<file path="config.mk">
export PLATFORM = sky130hd
export DESIGN_NAME = logic_cluster
export DESIGN_NICKNAME = d
export VERILOG_FILES = /design/src/inc/cluster_pkg.sv /design/src/design/logic_cell.sv /design/src/design/logic_cluster.sv
export SDC_FILE = /design/constraint.sdc
export NUM_CORES = 1
export LEC_CHECK = 0
export BUFFER_PORTS_ARGS = -buffer_cell sky130_fd_sc_hd__buf_2
export CORE_MARGIN = 2
export CORE_UTILIZATION = 55
export CTS_BUF_LIST = sky130_fd_sc_hd__clkbuf_8
export DETAILED_ROUTE_END_ITERATION = 6
export PLACE_DENSITY = 0.8
export SYNTH_ARGS = -nofsm -noshare
export SYNTH_HDL_FRONTEND = slang
export SYNTH_HIERARCHICAL = 1
export SYNTH_SLANG_ARGS = --single-unit
export TNS_END_PERCENT = 30
</file>
<file path="constraint.sdc">
create_clock -name core_clk -period 13.7 [get_ports core_clk]
set_input_delay 1.37 -clock core_clk [delete_from_list [all_inputs] [get_ports core_clk]]
set_output_delay 1.37 -clock core_clk [all_outputs]
set_load 0.05 [all_outputs]
</file>
<file path="src/inc/cluster_pkg.sv">
/*
 * constants and carrier types of the logic cluster.
 * assumes one core clock and a byte-addressed register port.
 */
package cluster_pkg;

    // =====
    // sizes
    localparam int CELL_COUNT = 10;
    localparam int ROW_CLOCKS = 8;
    localparam int LOCAL_LINES = 16;
    localparam int CTRL_COUNT = 10;
    localparam int SEL_W = 4;
    localparam int ADDR_W = 8;
    localparam int CLOCK_PERIOD_NS = 50;

    // =====
    // register offsets (byte addresses)
    localparam logic [7:0] OFF_SRC_A = 8'h00;
    localparam logic [7:0] OFF_SRC_B = 8'h04;
    localparam logic [7:0] OFF_USE = 8'h08;
    localparam logic [7:0] OFF_STATUS = 8'h0c;
    localparam logic [7:0] OFF_CHAIN = 8'h10;
    localparam logic [7:0] OFF_CELL_CFG = 8'h40;
    localparam logic [7:0] OFF_CELL_SEL = 8'h80;

    // =====
    // values after reset
    localparam logic [31:0] RST_SRC_A = 32'h0000_0000;
    localparam logic [7:0] RST_SRC_B = 8'h00;
    localparam logic [9:0] RST_USE = 10'h000;
    localparam logic [31:0] RST_CELL_CFG = 32'h0000_0000;
    localparam logic [15:0] RST_CELL_SEL = 16'h0000;

    // =====
    // control indices in use mask and source fields
    localparam int CTL_CLK1 = 0;
    localparam int CTL_CLK2 = 1;
    localparam int CTL_ENA1 = 2;
    localparam int CTL_ENA2 = 3;
    localparam int CTL_ACLR1 = 4;
    localparam int CTL_ACLR2 = 5;
    localparam int CTL_SCLR = 6;
    localparam int CTL_APRE = 7;
    localparam int CTL_SLOAD = 8;
    localparam int CTL_ADDSUB = 9;

    // cell register input and clear selects
    localparam logic [1:0] DSEL_LUT = 2'h0;
    localparam logic [1:0] DSEL_REG_CHAIN = 2'h1;
    localparam logic [1:0] DSEL_DATA2 = 2'h2;
    localparam logic [1:0] CLR_NONE = 2'h0;
    localparam logic [1:0] CLR_ONE = 2'h1;
    localparam logic [1:0] CLR_TWO = 2'h2;
    localparam logic [1:0] CLR_BOTH = 2'h3;

    // =====
    // carriers
    typedef struct packed {
        logic [7:0] spare;
        logic arith;
        logic lutChain;
        logic [1:0] dSel;
        logic presetUse;
        logic [1:0] clrSel;
        logic clkSel;
        logic [15:0] lutMask;
    } cell_cfg_t;

    typedef struct packed {
        logic addSub;
        logic sload;
        logic apre;
        logic sclr;
        logic aclr2;
        logic aclr1;
        logic ena2;
        logic ena1;
        logic clk2;
        logic clk1;
    } ctrl_t;

endpackage

</file>
<file path="src/design/logic_cell.sv">
/*
 * one logic cell: lookup table, one-bit add/subtract, register.
 * assumes gated clock ticks from the cluster.
 */
`timescale 1ns/10ps

module logic_cell
(
    input wire logic core_clk,
    input wire logic rst,
    input wire cluster_pkg::cell_cfg_t cfg,
    input wire logic [3:0] dataIn,
    input wire cluster_pkg::ctrl_t ctl,
    input wire logic tick1,
    input wire logic tick2,
    input wire logic lutChainIn,
    input wire logic regChainIn,
    input wire logic carryIn,
    output logic regOut,
    output logic lutOut,
    output logic carryOut
);

    // =====
    // combinational part
    logic opA;
    logic opB;
    logic sum;
    logic [3:0] lutIn;
    logic clear;
    logic preset;
    logic tick;

    assign opA = cfg.lutChain ? lutChainIn : dataIn[0];
    assign lutIn = {dataIn[3:1], opA};
    assign opB = dataIn[1] ^ ctl.addSub;
    assign sum = opA ^ opB ^ carryIn;
    assign carryOut = cfg.arith & ((opA & opB) | (opA & carryIn) | (opB & carryIn));
    assign lutOut = cfg.arith ? sum : cfg.lutMask[lutIn];

    assign clear = ((cfg.clrSel == cluster_pkg::CLR_ONE) & ctl.aclr1)
                 | ((cfg.clrSel == cluster_pkg::CLR_TWO) & ctl.aclr2)
                 | ((cfg.clrSel == cluster_pkg::CLR_BOTH) & (ctl.aclr1 | ctl.aclr2));
    assign preset = cfg.presetUse & ctl.apre;
    // clock two serves the falling-edge registers of the cluster
    assign tick = cfg.clkSel ? tick2 : tick1;

    // =====
    // register: clears and load act at once, the rest waits for a gated tick
    always_ff @(posedge core_clk)
    begin
        if (rst)
        begin
            regOut <= 1'b0;
        end
        else if (clear)
        begin
            regOut <= 1'b0;
        end
        else if (preset)
        begin
            regOut <= dataIn[3];
        end
        else if (tick)
        begin
            if (ctl.sclr)
            begin
                regOut <= 1'b0;
            end
            else if (ctl.sload)
            begin
                regOut <= dataIn[3];
            end
            else
            begin
                case (cfg.dSel)
                    cluster_pkg::DSEL_LUT: regOut <= lutOut;
                    cluster_pkg::DSEL_REG_CHAIN: regOut <= regChainIn;
                    cluster_pkg::DSEL_DATA2: regOut <= dataIn[2];
                    default: regOut <= lutOut;
                endcase
            end
        end
    end

endmodule // logic_cell

</file>
<file path="src/design/logic_cluster.sv">
/*
 * ten-cell logic cluster: control generation, chains, local lines.
 * configured over an Avalon-MM slave with waitrequest.
 * assumes async row clock pins; routing inputs share core_clk.
 */
// Design decisions made here: the register offsets and the Avalon-MM register port.
// Notes on behaviour
// - ten cells share controls, chains and local lines
// - two clocks, two enables, two clears, sync clear, preset, sync load, add/subtract
// - at most ten control signals in use at once
// - each cluster clock pairs with its own enable
// - rising-edge cells use clock one, falling-edge cells clock two
// - an inactive enable stops its clock; no clocked register updates
// - two independent asynchronous clears and one asynchronous load or preset
// - with load data high, asynchronous load presets the register
// - add/subtract select makes each cell a one-bit adder or subtractor
// - controls come from the eight row clocks or local lines
// - a cell's lookup output feeds the next cell directly
// - a cell's register output feeds the next register directly
// - local lines come from routing, own cell outputs and direct links
// - sync clear or load acts on all registers at the next edge
// - subtraction inverts operand B and forces first carry-in to one
`timescale 1ns/10ps

module logic_cluster
(
    input wire logic core_clk,
    input wire logic rst,
    input wire logic [7:0] address,
    input wire logic read,
    input wire logic write,
    input wire logic [31:0] writedata,
    input wire logic [3:0] byteenable,
    output logic [31:0] readdata,
    output logic waitrequest,
    input wire logic [7:0] rowClock,
    input wire logic [1:0] rowRoute,
    input wire logic [1:0] colRoute,
    input wire logic leftLink,
    input wire logic rightLink,
    input wire logic carryIn,
    input wire logic lutChainIn,
    input wire logic regChainIn,
    output logic [9:0] cellReg,
    output logic lutChainOut,
    output logic regChainOut,
    output logic carryOut,
    output logic [9:0] ctrlActive
);

    // =====
    // configuration storage
    logic [31:0] srcA;
    logic [7:0] srcB;
    logic [9:0] useMask;
    cluster_pkg::cell_cfg_t cellCfg [cluster_pkg::CELL_COUNT];
    logic [15:0] cellSel [cluster_pkg::CELL_COUNT];

    // =====
    // row clock synchroniser
    logic [7:0] rowSync1;
    logic [7:0] rowSync2;

    always_ff @(posedge core_clk)
    begin
        if (rst)
        begin
            rowSync1 <= 8'h00;
            rowSync2 <= 8'h00;
        end
        else
        begin
            rowSync1 <= rowClock;
            rowSync2 <= rowSync1;
        end
    end

    // =====
    // local interconnect and control line pool
    logic [15:0] localLine;
    logic [15:0] ctrlLine;
    logic [39:0] srcAll;
    logic [9:0] ctrlRaw;
    cluster_pkg::ctrl_t ctrl;

    assign localLine = {rowRoute, colRoute, leftLink, rightLink, cellReg};
    assign ctrlLine = {localLine[7:0], rowSync2};
    assign srcAll = {srcB, srcA};

    // an unused control sits inactive
    genvar k;
    generate
        for (k = 0; k < cluster_pkg::CTRL_COUNT; k++)
        begin : g_ctrl
            assign ctrlRaw[k] = useMask[k]
                              & ctrlLine[srcAll[k*cluster_pkg::SEL_W +: cluster_pkg::SEL_W]];
        end
    endgenerate

    always_comb
    begin
        ctrl.clk1 = ctrlRaw[cluster_pkg::CTL_CLK1];
        ctrl.clk2 = ctrlRaw[cluster_pkg::CTL_CLK2];
        ctrl.ena1 = ctrlRaw[cluster_pkg::CTL_ENA1];
        ctrl.ena2 = ctrlRaw[cluster_pkg::CTL_ENA2];
        ctrl.aclr1 = ctrlRaw[cluster_pkg::CTL_ACLR1];
        ctrl.aclr2 = ctrlRaw[cluster_pkg::CTL_ACLR2];
        ctrl.sclr = ctrlRaw[cluster_pkg::CTL_SCLR];
        ctrl.apre = ctrlRaw[cluster_pkg::CTL_APRE];
        ctrl.sload = ctrlRaw[cluster_pkg::CTL_SLOAD];
        ctrl.addSub = ctrlRaw[cluster_pkg::CTL_ADDSUB];
    end

    // =====
    // clock edges and enable gating
    logic clk1Prev;
    logic clk2Prev;
    logic ena1Gate;
    logic ena2Gate;
    logic tick1;
    logic tick2;

    always_ff @(posedge core_clk)
    begin
        if (rst)
        begin
            clk1Prev <= 1'b0;
            clk2Prev <= 1'b0;
        end
        else
        begin
            clk1Prev <= ctrl.clk1;
            clk2Prev <= ctrl.clk2;
        end
    end

    // enable is only sampled in the inactive phase so a tick is never cut short
    always_ff @(posedge core_clk)
    begin
        if (rst)
        begin
            ena1Gate <= 1'b0;
            ena2Gate <= 1'b0;
        end
        else
        begin
            if (!ctrl.clk1)
            begin
                ena1Gate <= ctrl.ena1;
            end
            if (ctrl.clk2)
            begin
                ena2Gate <= ctrl.ena2;
            end
        end
    end

    assign tick1 = ctrl.clk1 & ~clk1Prev & ena1Gate;
    assign tick2 = ~ctrl.clk2 & clk2Prev & ena2Gate;

    // =====
    // the ten cells and their chains
    logic [9:0] lutOut;
    logic [10:0] carry;
    logic [9:0] regNow;

    // first cell takes the forced carry when subtracting
    assign carry[0] = ctrl.addSub | carryIn;

    genvar i;
    generate
        for (i = 0; i < cluster_pkg::CELL_COUNT; i++)
        begin : g_cell
            logic [3:0] dataIn;
            logic lutPrev;
            logic regPrev;
            genvar j;
            for (j = 0; j < 4; j++)
            begin : g_data
                assign dataIn[j] = localLine[cellSel[i][j*4 +: 4]];
            end
            if (i == 0)
            begin : g_first
                assign lutPrev = lutChainIn;
                assign regPrev = regChainIn;
            end
            else
            begin : g_next
                assign lutPrev = lutOut[i-1];
                assign regPrev = regNow[i-1];
            end
            logic_cell u_cell
            (
                .core_clk(core_clk),
                .rst(rst),
                .cfg(cellCfg[i]),
                .dataIn(dataIn),
                .ctl(ctrl),
                .tick1(tick1),
                .tick2(tick2),
                .lutChainIn(lutPrev),
                .regChainIn(regPrev),
                .carryIn(carry[i]),
                .regOut(regNow[i]),
                .lutOut(lutOut[i]),
                .carryOut(carry[i+1])
            );
        end
    endgenerate

    assign cellReg = regNow;
    assign regChainOut = regNow[9];

    always_ff @(posedge core_clk)
    begin
        if (rst)
        begin
            lutChainOut <= 1'b0;
            carryOut <= 1'b0;
            ctrlActive <= 10'h000;
        end
        else
        begin
            lutChainOut <= lutOut[9];
            carryOut <= carry[10];
            ctrlActive <= ctrlRaw;
        end
    end

    // =====
    // register bus
    logic request;
    logic accept;
    logic cellHitCfg;
    logic cellHitSel;
    logic [7:0] cellOffCfg;
    logic [7:0] cellOffSel;
    logic [3:0] cellIdx;
    logic [31:0] readMux;

    function automatic logic [31:0] mergeBytes(input logic [31:0] old,
                                               input logic [31:0] data,
                                               input logic [3:0] be);
        logic [31:0] result;
        result = old;
        for (int b = 0; b < 4; b++)
        begin
            if (be[b])
            begin
                result[b*8 +: 8] = data[b*8 +: 8];
            end
        end
        return result;
    endfunction

    assign request = read | write;
    // completes where waitrequest is seen low
    assign accept = request & ~waitrequest;
    assign cellOffCfg = address - cluster_pkg::OFF_CELL_CFG;
    assign cellOffSel = address - cluster_pkg::OFF_CELL_SEL;
    assign cellHitCfg = (address >= cluster_pkg::OFF_CELL_CFG) & (cellOffCfg[1:0] == 2'h0)
                      & (cellOffCfg[7:2] < 6'(cluster_pkg::CELL_COUNT));
    assign cellHitSel = (address >= cluster_pkg::OFF_CELL_SEL) & (cellOffSel[1:0] == 2'h0)
                      & (cellOffSel[7:2] < 6'(cluster_pkg::CELL_COUNT));
    assign cellIdx = cellHitCfg ? cellOffCfg[5:2] : cellOffSel[5:2];

    always_comb
    begin
        readMux = 32'h0000_0000;
        if (address == cluster_pkg::OFF_SRC_A)
        begin
            readMux = srcA;
        end
        else if (address == cluster_pkg::OFF_SRC_B)
        begin
            readMux = {24'h000000, srcB};
        end
        else if (address == cluster_pkg::OFF_USE)
        begin
            readMux = {22'h000000, useMask};
        end
        else if (address == cluster_pkg::OFF_STATUS)
        begin
            readMux = {6'h00, ctrlRaw, 6'h00, regNow};
        end
        else if (address == cluster_pkg::OFF_CHAIN)
        begin
            readMux = {29'h00000000, carry[10], lutOut[9], regNow[9]};
        end
        else if (cellHitCfg)
        begin
            readMux = cellCfg[cellIdx];
        end
        else if (cellHitSel)
        begin
            readMux = {16'h0000, cellSel[cellIdx]};
        end
    end

    always_ff @(posedge core_clk)
    begin
        if (rst)
        begin
            waitrequest <= 1'b1;
            readdata <= 32'h0000_0000;
        end
        else
        begin
            if (request & waitrequest)
            begin
                waitrequest <= 1'b0;
                readdata <= readMux;
            end
            else
            begin
                waitrequest <= 1'b1;
            end
        end
    end

    always_ff @(posedge core_clk)
    begin
        if (rst)
        begin
            srcA <= cluster_pkg::RST_SRC_A;
            srcB <= cluster_pkg::RST_SRC_B;
            useMask <= cluster_pkg::RST_USE;
        end
        else if (accept & write)
        begin
            if (address == cluster_pkg::OFF_SRC_A)
            begin
                srcA <= mergeBytes(srcA, writedata, byteenable);
            end
            if ((address == cluster_pkg::OFF_SRC_B) & byteenable[0])
            begin
                srcB <= writedata[7:0];
            end
            // only ten use bits exist, so no more than ten controls can be live
            if (address == cluster_pkg::OFF_USE)
            begin
                useMask[7:0] <= byteenable[0] ? writedata[7:0] : useMask[7:0];
                useMask[9:8] <= byteenable[1] ? writedata[9:8] : useMask[9:8];
            end
        end
    end

    generate
        for (i = 0; i < cluster_pkg::CELL_COUNT; i++)
        begin : g_cfg
            always_ff @(posedge core_clk)
            begin
                if (rst)
                begin
                    cellCfg[i] <= cluster_pkg::RST_CELL_CFG;
                    cellSel[i] <= cluster_pkg::RST_CELL_SEL;
                end
                else if (accept & write & (cellIdx == 4'(i)))
                begin
                    if (cellHitCfg)
                    begin
                        cellCfg[i] <= mergeBytes(cellCfg[i], writedata, byteenable);
                    end
                    if (cellHitSel)
                    begin
                        cellSel[i] <= 16'(mergeBytes({16'h0000, cellSel[i]}, writedata,
                                                     byteenable));
                    end
                end
            end
        end
    endgenerate

endmodule // logic_cluster

</file>
# Word-level counts from Yosys, hierarchy flattened
# Memory sizes are Yosys's and may differ from the RTL's.
# Cells that the tools add are included.
dict set report op_classes {
  n_shift 0
  n_addsub 2
  n_bitwise 208
  mul 0
  eq_ne 63
  div_mod_pow 0
  magnitude_cmp 64
  n_mux 533
  n_reduce_logical 31
}
# cell count
set ops {}
lappend ops {{$mux 8} 240}
lappend ops {{$mux 32} 16}
lappend ops {{$lt 4x5->1 const B} 60}
lappend ops {{$bmux 1 s4} 60}
lappend ops {{$mux 1} 195}
lappend ops {{$mux 16} 11}
lappend ops {{$and 1x1->1} 112}
lappend ops {{$or 1x1->1} 63}
lappend ops {{$eq 2x2->1 const B} 30}
lappend ops {{$eq 2x1->1 const B} 20}
lappend ops {{$xor 1x1->1} 30}
lappend ops {{$pmux 1 s2} 10}
lappend ops {{$reduce_bool 2->1} 10}
lappend ops {{$reduce_or 2->1} 10}
lappend ops {{$reduce_and 3->1} 6}
lappend ops {{$eq 4x3->1 const B} 4}
lappend ops {{$eq 8x4->1 const B} 2}
lappend ops {{$lt 6x4->1 const B} 2}
lappend ops {{$eq 4x2->1 const B} 2}
lappend ops {{$eq 4x4->1 const B} 2}
lappend ops {{$eq 8x3->1 const B} 1}
lappend ops {{$eq 8x5->1 const B} 1}
lappend ops {{$ge 8x7->1 const B} 1}
lappend ops {{$ge 8x8->1 const B} 1}
lappend ops {{other kinds (9)} 12}
dict set report totals {
  ram_bits 480
  romBits 0
  reg_bits 125
  out_inout_bits 56
  inputBits 65
  latch_bits 0
  n_memories 2
  elab_cells 931
}
# name words width read_ports rd_ports_with_merged_regs wr line_no
set memory_table {}
lappend memory_table {cellCfg 10 32 11 0 10 logic_cluster.sv:56} ;# cluster_pkg::cell_cfg_t cellCfg [cluster_pkg::CELL_COUNT];
lappend memory_table {cellSel 10 16 11 0 10 logic_cluster.sv:57} ;# logic [15:0] cellSel [cluster_pkg::CELL_COUNT];

# Depth between registers and ports, before layout
# Gate-level depths: netlist of run 1.
dict set report logic_depth {
  depth_word 49
  ltp_mapped 59
  depth_no_buf 57
}

# By module
# Netlist of run 1, hierarchy kept.
# module n_inst area_per_inst_um2 cells_per_inst seq_area_each_um2
set by_module_without_submodules {}
lappend by_module_without_submodules {logic_cluster 1 33425.8 2386 16676.0}
lappend by_module_without_submodules {logic_cell 10 395.4 47 20.0}

# Least setup slack after synthesis of run 1
# Ideal clock, no wire load.
dict set report synth_path {
  path_kind {input to register}
  start {input rowRoute[1]}
  end {register readdata[1]}
  stages 53
  required_time_ns 13.566
  n_path_buf 2
  setup_slack_ns 0.130
  setup_time_ns 0.134
  arrival_ns 13.436
  cell_sequence {clkbuf_1 -> mux4_2 -> mux4_2 -> buf_4 -> and2b_1 -> a211oi_2 -> a2111o_1 -> and3_2 -> o21ai_0 -> mux2i_4 -> fa_1 -> nand2b_1 -> o21ai_0 -> mux2i_4 -> a211oi_2 -> a2111o_1 -> and3_2 -> o21ai_0 -> [... 17 more ...] -> o21ai_0 -> mux2i_4 -> fa_1 -> nand2b_1 -> o21ai_0 -> mux2i_4 -> a211oi_2 -> a2111o_1 -> and3_2 -> o21ai_0 -> mux2i_4 -> fa_1 -> nand2b_1 -> o21ai_0 -> nand2_1 -> nand2_1 -> a222oi_1 -> a211oi_1}
}
dict set report synth_between {
  elab_cells_between_ends 209
  classes_between {mux: 125; bitwise: 84}
}
# item line_no
set synth_rtl {}
lappend synth_rtl {{from (decl)} logic_cluster.sv:37} ;# input wire logic [1:0] rowRoute,
lappend synth_rtl {{$bmux 1 s4 (*)} logic_cluster.sv:180} ;# assign dataIn[j] = localLine[cellSel[i][j*4 +: 4]];
lappend synth_rtl {{$mux 1 (not written as such) (*)} logic_cluster.sv:180}
lappend synth_rtl {{via g_cell[0].dataIn[2]} logic_cluster.sv:174} ;# logic [3:0] dataIn;
lappend synth_rtl {{$bmux 1 s4 (*)} logic_cell.sv:39} ;# assign lutOut = cfg.arith ? sum : cfg.lutMask[lutIn];
lappend synth_rtl {{$mux 1 (not written as such) (*)} logic_cell.sv:39}
lappend synth_rtl {{$mux 1 (*)} logic_cell.sv:39}
lappend synth_rtl {{via g_cell[1].lutPrev} logic_cluster.sv:175} ;# logic lutPrev;
lappend synth_rtl {{$mux 1 (*)} logic_cell.sv:34} ;# assign opA = cfg.lutChain ? lutChainIn : dataIn[0];
lappend synth_rtl {{[... 3 more ...]} -}
lappend synth_rtl {{via g_cell[2].lutPrev} logic_cluster.sv:175}
lappend synth_rtl {{[... 4 more ...]} -}
lappend synth_rtl {{via g_cell[3].lutPrev} logic_cluster.sv:175}
lappend synth_rtl {{[... 4 more ...]} -}
lappend synth_rtl {{via g_cell[4].lutPrev} logic_cluster.sv:175}
lappend synth_rtl {{[... 4 more ...]} -}
lappend synth_rtl {{via g_cell[5].lutPrev} logic_cluster.sv:175}
lappend synth_rtl {{[... 4 more ...]} -}
lappend synth_rtl {{via g_cell[6].lutPrev} logic_cluster.sv:175}
lappend synth_rtl {{[... 4 more ...]} -}
lappend synth_rtl {{via g_cell[7].lutPrev} logic_cluster.sv:175}
lappend synth_rtl {{[... 4 more ...]} -}
lappend synth_rtl {{via g_cell[8].lutPrev} logic_cluster.sv:175}
lappend synth_rtl {{[... 4 more ...]} -}
lappend synth_rtl {{via g_cell[9].lutPrev} logic_cluster.sv:175}
lappend synth_rtl {{[... 2 more ...]} -}
lappend synth_rtl {{$mux 1 (not written as such) or $xor 1x1->1 (tied branches)} {logic_cell.sv:39, logic_cell.sv:37}}
lappend synth_rtl {{$mux 1 (*)} logic_cell.sv:39}
lappend synth_rtl {{via lutOut[9]} logic_cluster.sv:163} ;# logic [9:0] lutOut;
lappend synth_rtl {{$mux 32 (*)} logic_cluster.sv:286} ;# else if (address == cluster_pkg::OFF_CHAIN)
lappend synth_rtl {{$mux 32 (*)} logic_cluster.sv:282} ;# else if (address == cluster_pkg::OFF_STATUS)
lappend synth_rtl {{$mux 32 (*)} logic_cluster.sv:278} ;# else if (address == cluster_pkg::OFF_USE)
lappend synth_rtl {{$mux 32 (*)} logic_cluster.sv:274} ;# else if (address == cluster_pkg::OFF_SRC_B)
lappend synth_rtl {{$mux 32 (*)} logic_cluster.sv:270} ;# if (address == cluster_pkg::OFF_SRC_A)
lappend synth_rtl {{to (signal assigned)} logic_cluster.sv:312} ;# readdata <= readMux;
lappend synth_rtl {{to (decl)} logic_cluster.sv:34} ;# output logic [31:0] readdata,
# The timed path passes the listed nets; every way through them passes the cells marked *. The select of a mux whose other input is x is not followed.
# A chain may end at the register's enable or synchronous reset.

# Final worst setup path of run 1
dict set report layout_path {
  start {input rowRoute[1]}
  end {register readdata[1]}
}
dict set report layout_between {
  elab_chain_len 47
  elab_cells_between_ends 209
  classes_between {mux: 125; bitwise: 84}
}
# item line_no
set layout_lines {}
lappend layout_lines {{$bmux 1 s4 (*)} logic_cluster.sv:180}
lappend layout_lines {{$mux 1 (not written as such) (*)} logic_cluster.sv:180}
lappend layout_lines {{via g_cell[0].dataIn[0]} logic_cluster.sv:174}
lappend layout_lines {{$mux 1 (*)} logic_cell.sv:34}
lappend layout_lines {{$bmux 1 s4 or $xor 1x1->1 (tied branches)} {logic_cell.sv:39, logic_cell.sv:37}}
lappend layout_lines {{$mux 1 (not written as such) or $xor 1x1->1 (tied branches)} {logic_cell.sv:39, logic_cell.sv:37}}
lappend layout_lines {{$mux 1 (*)} logic_cell.sv:39}
lappend layout_lines {{via g_cell[1].lutPrev} logic_cluster.sv:175}
lappend layout_lines {{[... 4 more ...]} -}
lappend layout_lines {{via g_cell[2].lutPrev} logic_cluster.sv:175}
lappend layout_lines {{[... 4 more ...]} -}
lappend layout_lines {{via g_cell[3].lutPrev} logic_cluster.sv:175}
lappend layout_lines {{[... 4 more ...]} -}
lappend layout_lines {{via g_cell[4].lutPrev} logic_cluster.sv:175}
lappend layout_lines {{[... 4 more ...]} -}
lappend layout_lines {{via g_cell[5].lutPrev} logic_cluster.sv:175}
lappend layout_lines {{[... 4 more ...]} -}
lappend layout_lines {{via g_cell[6].lutPrev} logic_cluster.sv:175}
lappend layout_lines {{[... 4 more ...]} -}
lappend layout_lines {{via g_cell[7].lutPrev} logic_cluster.sv:175}
lappend layout_lines {{[... 4 more ...]} -}
lappend layout_lines {{via g_cell[8].lutPrev} logic_cluster.sv:175}
lappend layout_lines {{[... 4 more ...]} -}
lappend layout_lines {{via g_cell[9].lutPrev} logic_cluster.sv:175}
lappend layout_lines {{[... 2 more ...]} -}
lappend layout_lines {{$mux 1 (not written as such) or $xor 1x1->1 (tied branches)} {logic_cell.sv:39, logic_cell.sv:37}}
lappend layout_lines {{$mux 1 (*)} logic_cell.sv:39}
lappend layout_lines {{via lutOut[9]} logic_cluster.sv:163}
lappend layout_lines {{$mux 32 (*)} logic_cluster.sv:286}
lappend layout_lines {{$mux 32 (*)} logic_cluster.sv:282}
lappend layout_lines {{$mux 32 (*)} logic_cluster.sv:278}
lappend layout_lines {{$mux 32 (*)} logic_cluster.sv:274}
lappend layout_lines {{$mux 32 (*)} logic_cluster.sv:270}
# Marks and branches as above.

==> flow_summary.toml, run 1 <==
[global_route]
grt_antenna_before_repair = 10
track_usage = 0.368
grt_pass1_wl_mm = 186
grt_max_degree = 87
grt_pass1_vias = 26990
grt_overflow = 0

[worst_hold_path]
hold_end = "rowSync2[3]$_SDFF_PP0_"
hold_path_class = "reg -> reg"
hp-start = "rowSync1[3]$_SDFF_PP0_"
worstHoldPathCells = 1

[drt]
via_per_inst = 7.14
initialDrtViolationCount = 4519
drt_pre_antenna_iters = 5
routedWlPerCell_um = 33.3
drtAntennaViolNets = 0
vias = 27759
drt-total-wl_mm = 129
drc = 0

[clock_network]
clockRootBuffer = "clkbuf_8"
cts-htree-levels = 3
cts.sinks = 603
cts_tree = "done"
cts.path.max_buffers = 3
clk_latency_ns = 0.77
clk_pin_slew_ns = 0.06
cts_made_buffers = 102

[synth]
seq_area_frac_synth = 0.451
synth_top_cell_by_area = "edfxtp_1"
synth.ff_latch_count = 603
syn_nets = 2951
synth_area_mm2 = 0.0374
avgSynthCellArea_um2 = 13.1
syn-instance-count = 2856
yosysWarnings = 6
synth_edf_count = 480
synth-main-ff-cell = "edfxtp_1"
synth.distinct_cells = 79
netlist_top_cells_area = "edfxtp_1, mux4_2, and2_1"
synthArstFlopShare = 0
synth_top_area_frac = 0.386

[floorplan]
dieArea_mm2 = 0.0701
rows = 95
floorplan.initialDensity = 0.556
chipHeight_um = 265
die_x_um = 265
fp.coreArea_mm2 = 0.0673
ios = 121

[job]
maxCapViolations = 0

[critical_path]
startpoint_type = "input port"
critPathArrivalTime_ns = 13.82
r2r_end = "readdata[1]$_SDFFE_PP0P_"
r2r_setup_slack_ns = 0.55
cp_slowest_cell = "mux4_2"
slowest_delay_ns = 0.56
path_buf_inv = 11
endpoint_kind = "flop"
reg2regPathDepth = 63
reg2reg_from = "g_cell[6].u_cell/regOut$_SDFFE_PP0P_"
critPathRequiredTime_ns = 14.31
critPathTopFamily = "multiplexers"
critical_path_class = "in -> reg"
cp_max_fo = 7

[place]
dpl_cell_area_mm2 = 0.0387
gp_congestion = 1.01
dp_cells = 3693
portBuffers = 120
hpwlAfterDp_mm = 89.4

[final_layout]
finalInstanceArea_mm2 = 0.0408
num-nets-final = 3023
postLayoutCoreUtil = 0.606
final_common_cell = "and2_1"
drive_above_1_share = 0.286
mostFrequentLayoutCells = "and2_1, edfxtp_1, mux4_2"
stdcell_count = 3889
area_delta_synth_final_pct = 9.08
nFillCells = 5128

[run_status]
status = "completed"

[sta]
hold_viol = 0
relSlewSlack = 0.228
setup_viol = 0
period_share = 0.964
final_max_slew_viol_count = 0
tns_ns = 0
tightest_slew_ns = 1.15
timing.final.crit_period_ns = 13.21
skew_ns = 0.0586
max_freq_mhz = 75.7

[power_and_ir_drop]
cellPowerDensity_mw_per_mm2 = 102
ir_drop_mv = 0.0831
power.leakage_uw = 0.0152
-- layout make-up --
type / instances / area (µm²) / area share
clock buffers: 114 / 1570 / 0.0385
flip-flops and latches: 603 / 16900 / 0.414
multi-input cells: 1911 / 19000 / 0.465
well taps: 873 / 1090 / 0.0268
diodes: 5 / 12.5 / 0.000307
repair buffers: 257 / 1650 / 0.0404
clock inverters: 73 / 414 / 0.0102
inverters: 53 / 199 / 0.00488
-- layer usage --
metal / up-vias / routed length [µm] / track usage
li1: 11071 / - / -
met2: 2463 / 55800 / 0.540
met3: 468 / 19600 / 0.112
met1: 13749 / 45800 / 0.493
met4: 8 / 8140 / 0.202
met5: - / 57 / 0
-- repair_timing --
action	in CTS	in global routing
pin swaps	0	0
gates resized for setup	2	15
endpoints found under the setup margin	1	5
hold buffers	0	0
setup buffers	0	4
-- synth_stat cells (12+ instances only) --
cell type / number
edfxtp_1: 480
nor3_1: 22
a211oi_1: 19
ha_1: 20
a21oi_1: 68
mux4_2: 320
inv_1: 52
mux2_2: 49
clkbuf_1: 192
mux2i_1: 229
o2111ai_1: 17
a21o_1: 59
a311oi_1: 12
a311o_1: 12
buf_2: 30
a22oi_1: 28
a221oi_1: 27
nand2b_1: 38
nor2b_1: 53
buf_4: 37
dfxtp_1: 123
nand2_1: 79
a211oi_2: 21
o22ai_1: 32
and2_1: 484
o21ai_0: 44
buf_6: 17
nor2_1: 106
-- state kept, by name, summed over array words and instances (netlist names) --
register / count
ena2Gate: 1
cellSel: 160
ena1Gate: 1
useMask: 10
rowSync1: 8
waitrequest: 1
lutChainOut: 1
srcA: 32
g_cell.u_cell/regOut: 10
ctrlActive: 10
readdata: 32
carryOut: 1
srcB: 8
rowSync2: 8
cellCfg: 320
-- worst max path at each step --
| stage | cells after the start | startpoint | to | slack [ns] |
|---|---|---|---|---|
| after floorplan | 53 | rowRoute[1] | readdata[1]$_SDFFE_PP0P_ | 0.13 |
| after global placement | 61 | rowRoute[1] | readdata[1]$_SDFFE_PP0P_ | -0.66 |
| after detailed placement | 63 | rowRoute[1] | readdata[1]$_SDFFE_PP0P_ | -0.94 |
| after CTS | 62 | rowRoute[1] | readdata[1]$_SDFFE_PP0P_ | 0.02 |
| after global routing | 62 | rowRoute[1] | readdata[1]$_SDFFE_PP0P_ | -0.01 |
| final | 64 | rowRoute[1] | readdata[1]$_SDFFE_PP0P_ | 0.49 |
-- per-stage QoR --
stage	hold WS (ns)	total power [µW]	setup slack [ns]
finish	0.445	4160	0.488
detailed placement	0.424	2570	-0.938
global placement	0.433	2560	-0.660
global route	0.464	4250	-0.0132
floorplan	0.414	2390	0.130
CTS	0.448	4130	0.0217
-- cells by family after synthesis --
kind of cell / synth area share
AO/OA/AOI/OAI: 0.0780
flip-flops: 0.451
AND/OR/NAND/NOR: 0.138
multiplexers: 0.275
XOR/XNOR: 0.00234
adder cells (fa/ha/maj): 0.0121
buffers and inverters: 0.0433
-- power by group --
| group | internal [µW] | switching (µW) | total [µW] |
|---|---|---|---|
| clock network | 808 | 790 | 1600 |
| registers | 2030 | 57.7 | 2090 |
| logic | 172 | 298 | 471 |
No activity file was read; power rests on OpenSTA's default activity.
==> run 2, diff against run 1 <==
clock period = 12 ns   (was 13.7 ns; I/O delays follow)
==> run 2 against run 1 <==
The flow now finishes with violations (negative setup slack). Cell count increased by 0.26%. Wire length increased by 1.6%. Count of clock-buffer cells in the layout decreased by 2. Global-route usage increased by 0.55 points. Clock skew decreased by 0.0097 ns. Largest cell class unchanged. Highest routed layer unchanged.
==> flow_summary.toml, run 2 (same netlist as run 1, synthesis figures left out) <==
[power_and_ir_drop]
p_seq_frac = 0.503
clock_power_share = 0.380
p_switching_uw = 1330
intPower_uw = 3420
p_comb_frac = 0.118
switching_share = 0.280
power.leakage_uw = 0.0154
cellPowerDensity_mw_per_mm2 = 115
ir_drop_mv = 0.0889
finalPower_uw = 4740

[drt]
drt-total-wl_mm = 132
drt_pre_antenna_iters = 7
routedWlPerCell_um = 33.7
via_per_inst = 7.16
vias = 27912
drc = 0
drtAntennaViolNets = 0
initialDrtViolationCount = 4226

[critical_path]
critPathRequiredTime_ns = 12.57
cp_max_fo = 7
startpoint_type = "input port"
r2r_setup_slack_ns = -0.34
critPathArrivalTime_ns = 12.96
endpoint_kind = "flop"
cp_slowest_cell = "mux4_2"
slowest_delay_ns = 0.62
critical_path_class = "in -> reg"

[sta]
max_freq_mhz = 80.7
rsz0062_at_grt = "yes"
setup_viol = 3
relSlewSlack = 0.231
skew_ns = 0.0489
period_share = 1.03
tightest_slew_ns = 1.13
final_max_slew_viol_count = 0
setup_ws_ns = -0.389
timing.final.crit_period_ns = 12.39
hold_viol = 0

[place]
dpl_cell_area_mm2 = 0.0389
gp_congestion = 1.00
portBuffers = 120
hpwlAfterDp_mm = 91.6

[floorplan]
floorplan.initialDensity = 0.556
die_x_um = 265
ios = 121
dieArea_mm2 = 0.0701
rows = 95
chipHeight_um = 265
fp.coreArea_mm2 = 0.0673

[final_layout]
drive_above_1_share = 0.297
final_common_cell = "and2_1"
mostFrequentLayoutCells = "and2_1, edfxtp_1, mux4_2"
num-nets-final = 3035
top_register = "cellCfg"
area_delta_synth_final_pct = 10.0
finalInstanceArea_mm2 = 0.0411
postLayoutCoreUtil = 0.611
largest_reg_flops = 320
reg_top3 = "cellCfg x320, cellSel x160"

[clock_network]
clk_pin_slew_ns = 0.06
cts_made_buffers = 101
postCtsHoldBufs = 0
cts.path.max_buffers = 3
cts.sinks = 603
cts-htree-levels = 3
clk_latency_ns = 0.74
cts_tree = "done"
clockRootBuffer = "clkbuf_8"

[job]
maxCapViolations = 0

[global_route]
track_usage = 0.374
grt_pass1_wl_mm = 189
grt_pass1_vias = 27165
grt_overflow = 0
grt_max_degree = 80
grt_antenna_before_repair = 12

[run_status]
violations = "negative setup slack"
status = "finished with violations"

[worst_hold_path]
hold_path_class = "reg -> reg"
-- run 2: changes by cell type in the layout (fill, tap and decap cells not counted), sizes merged --
| cell | previous run | this run |
|---|---|---|
| buf | 257 | 269 |
| clkinv | 32 | 25 |
| inv | 92 | 98 |
| clkinvlp | 0 | 4 |
| diode | 5 | 2 |
| clkbuf | 114 | 112 |
| bufinv | 2 | 1 |
| mux4 | 320 | 321 |
-- run 2: area by class of cell --
type,instances,area (µm²)
Multi-Input combinational cell,1912,19200
Timing Repair Buffer,269,1780
Clock buffer,112,1540
Fill cell,5138,26100
Antenna cell,2,5.00
Clock inverter,75,413
Sequential cell,603,16900
Inverter,53,199
Tap cell,873,1090
-- run 2: power groups by stage --
stage / sequential, µW / combinational, µW / clock, µW
final: 2380 / 558 / 1800
after detailed placement: 2420 / 521 / 0
after floorplan: 2420 / 320 / 0
after global routing: 2390 / 571 / 1890
after global placement: 2420 / 511 / 0
after CTS: 2380 / 530 / 1800
-- run 2: repair_timing --
item,in CTS,in global routing
endpoints found under the setup margin,3,5
resized for setup,11,22
gates cloned,1,0
pin swaps,15,20
endpoints found under the hold margin,0,0
setup buffers,10,6
-- run 2: path summary, 6_finish.rpt --
| path | cells after the start | from | endpoint |
|---|---|---|---|
| setup / recovery | 55 | rowRoute[1] | readdata[1]$_SDFFE_PP0P_ |
| hold reg to reg | 1 | rowSync1[7]$_SDFF_PP0_ | rowSync2[7]$_SDFF_PP0_ |
| setup reg to reg | 55 | g_cell[2].u_cell/regOut$_SDFFE_PP0P_ | readdata[1]$_SDFFE_PP0P_ |
| hold / removal | 1 | rowSync1[7]$_SDFF_PP0_ | rowSync2[7]$_SDFF_PP0_ |
-- run 2: critical path: cells and delay by family --
kind | cells | cell delay [ns]
AO/OA/AOI/OAI | 19 | 2.94
adder cells (fa/ha/maj) | 4 | 2.12
buffers and inverters | 4 | 0.62
multiplexers | 16 | 4.15
AND/OR/NAND/NOR | 12 | 1.89
-- run 2: per-layer routing --
layer | global-route usage | vias to the layer above | routed length, µm
li1 | - | 11099 | -
met1 | 0.495 | 13796 | 46200
met2 | 0.539 | 2499 | 55700
met3 | 0.133 | 508 | 20800
met4 | 0.206 | 10 | 8760
met5 | 0 | - | 75
-- run 2: stage by stage --
step	hold WS (ns)	setup TNS [ns]	setup WS [ns]	cells
3_5_place_dp	0.436	-4.03	-1.08	3693
6_report	0.446	-0.910	-0.389	3899
2_1_floorplan	0.414	-0.0815	-0.0815	2856
4_1_cts	0.453	-0.355	-0.211	3891
3_3_place_gp	0.431	-1.89	-0.686	3693
5_1_grt	0.462	-2.55	-0.775	3898
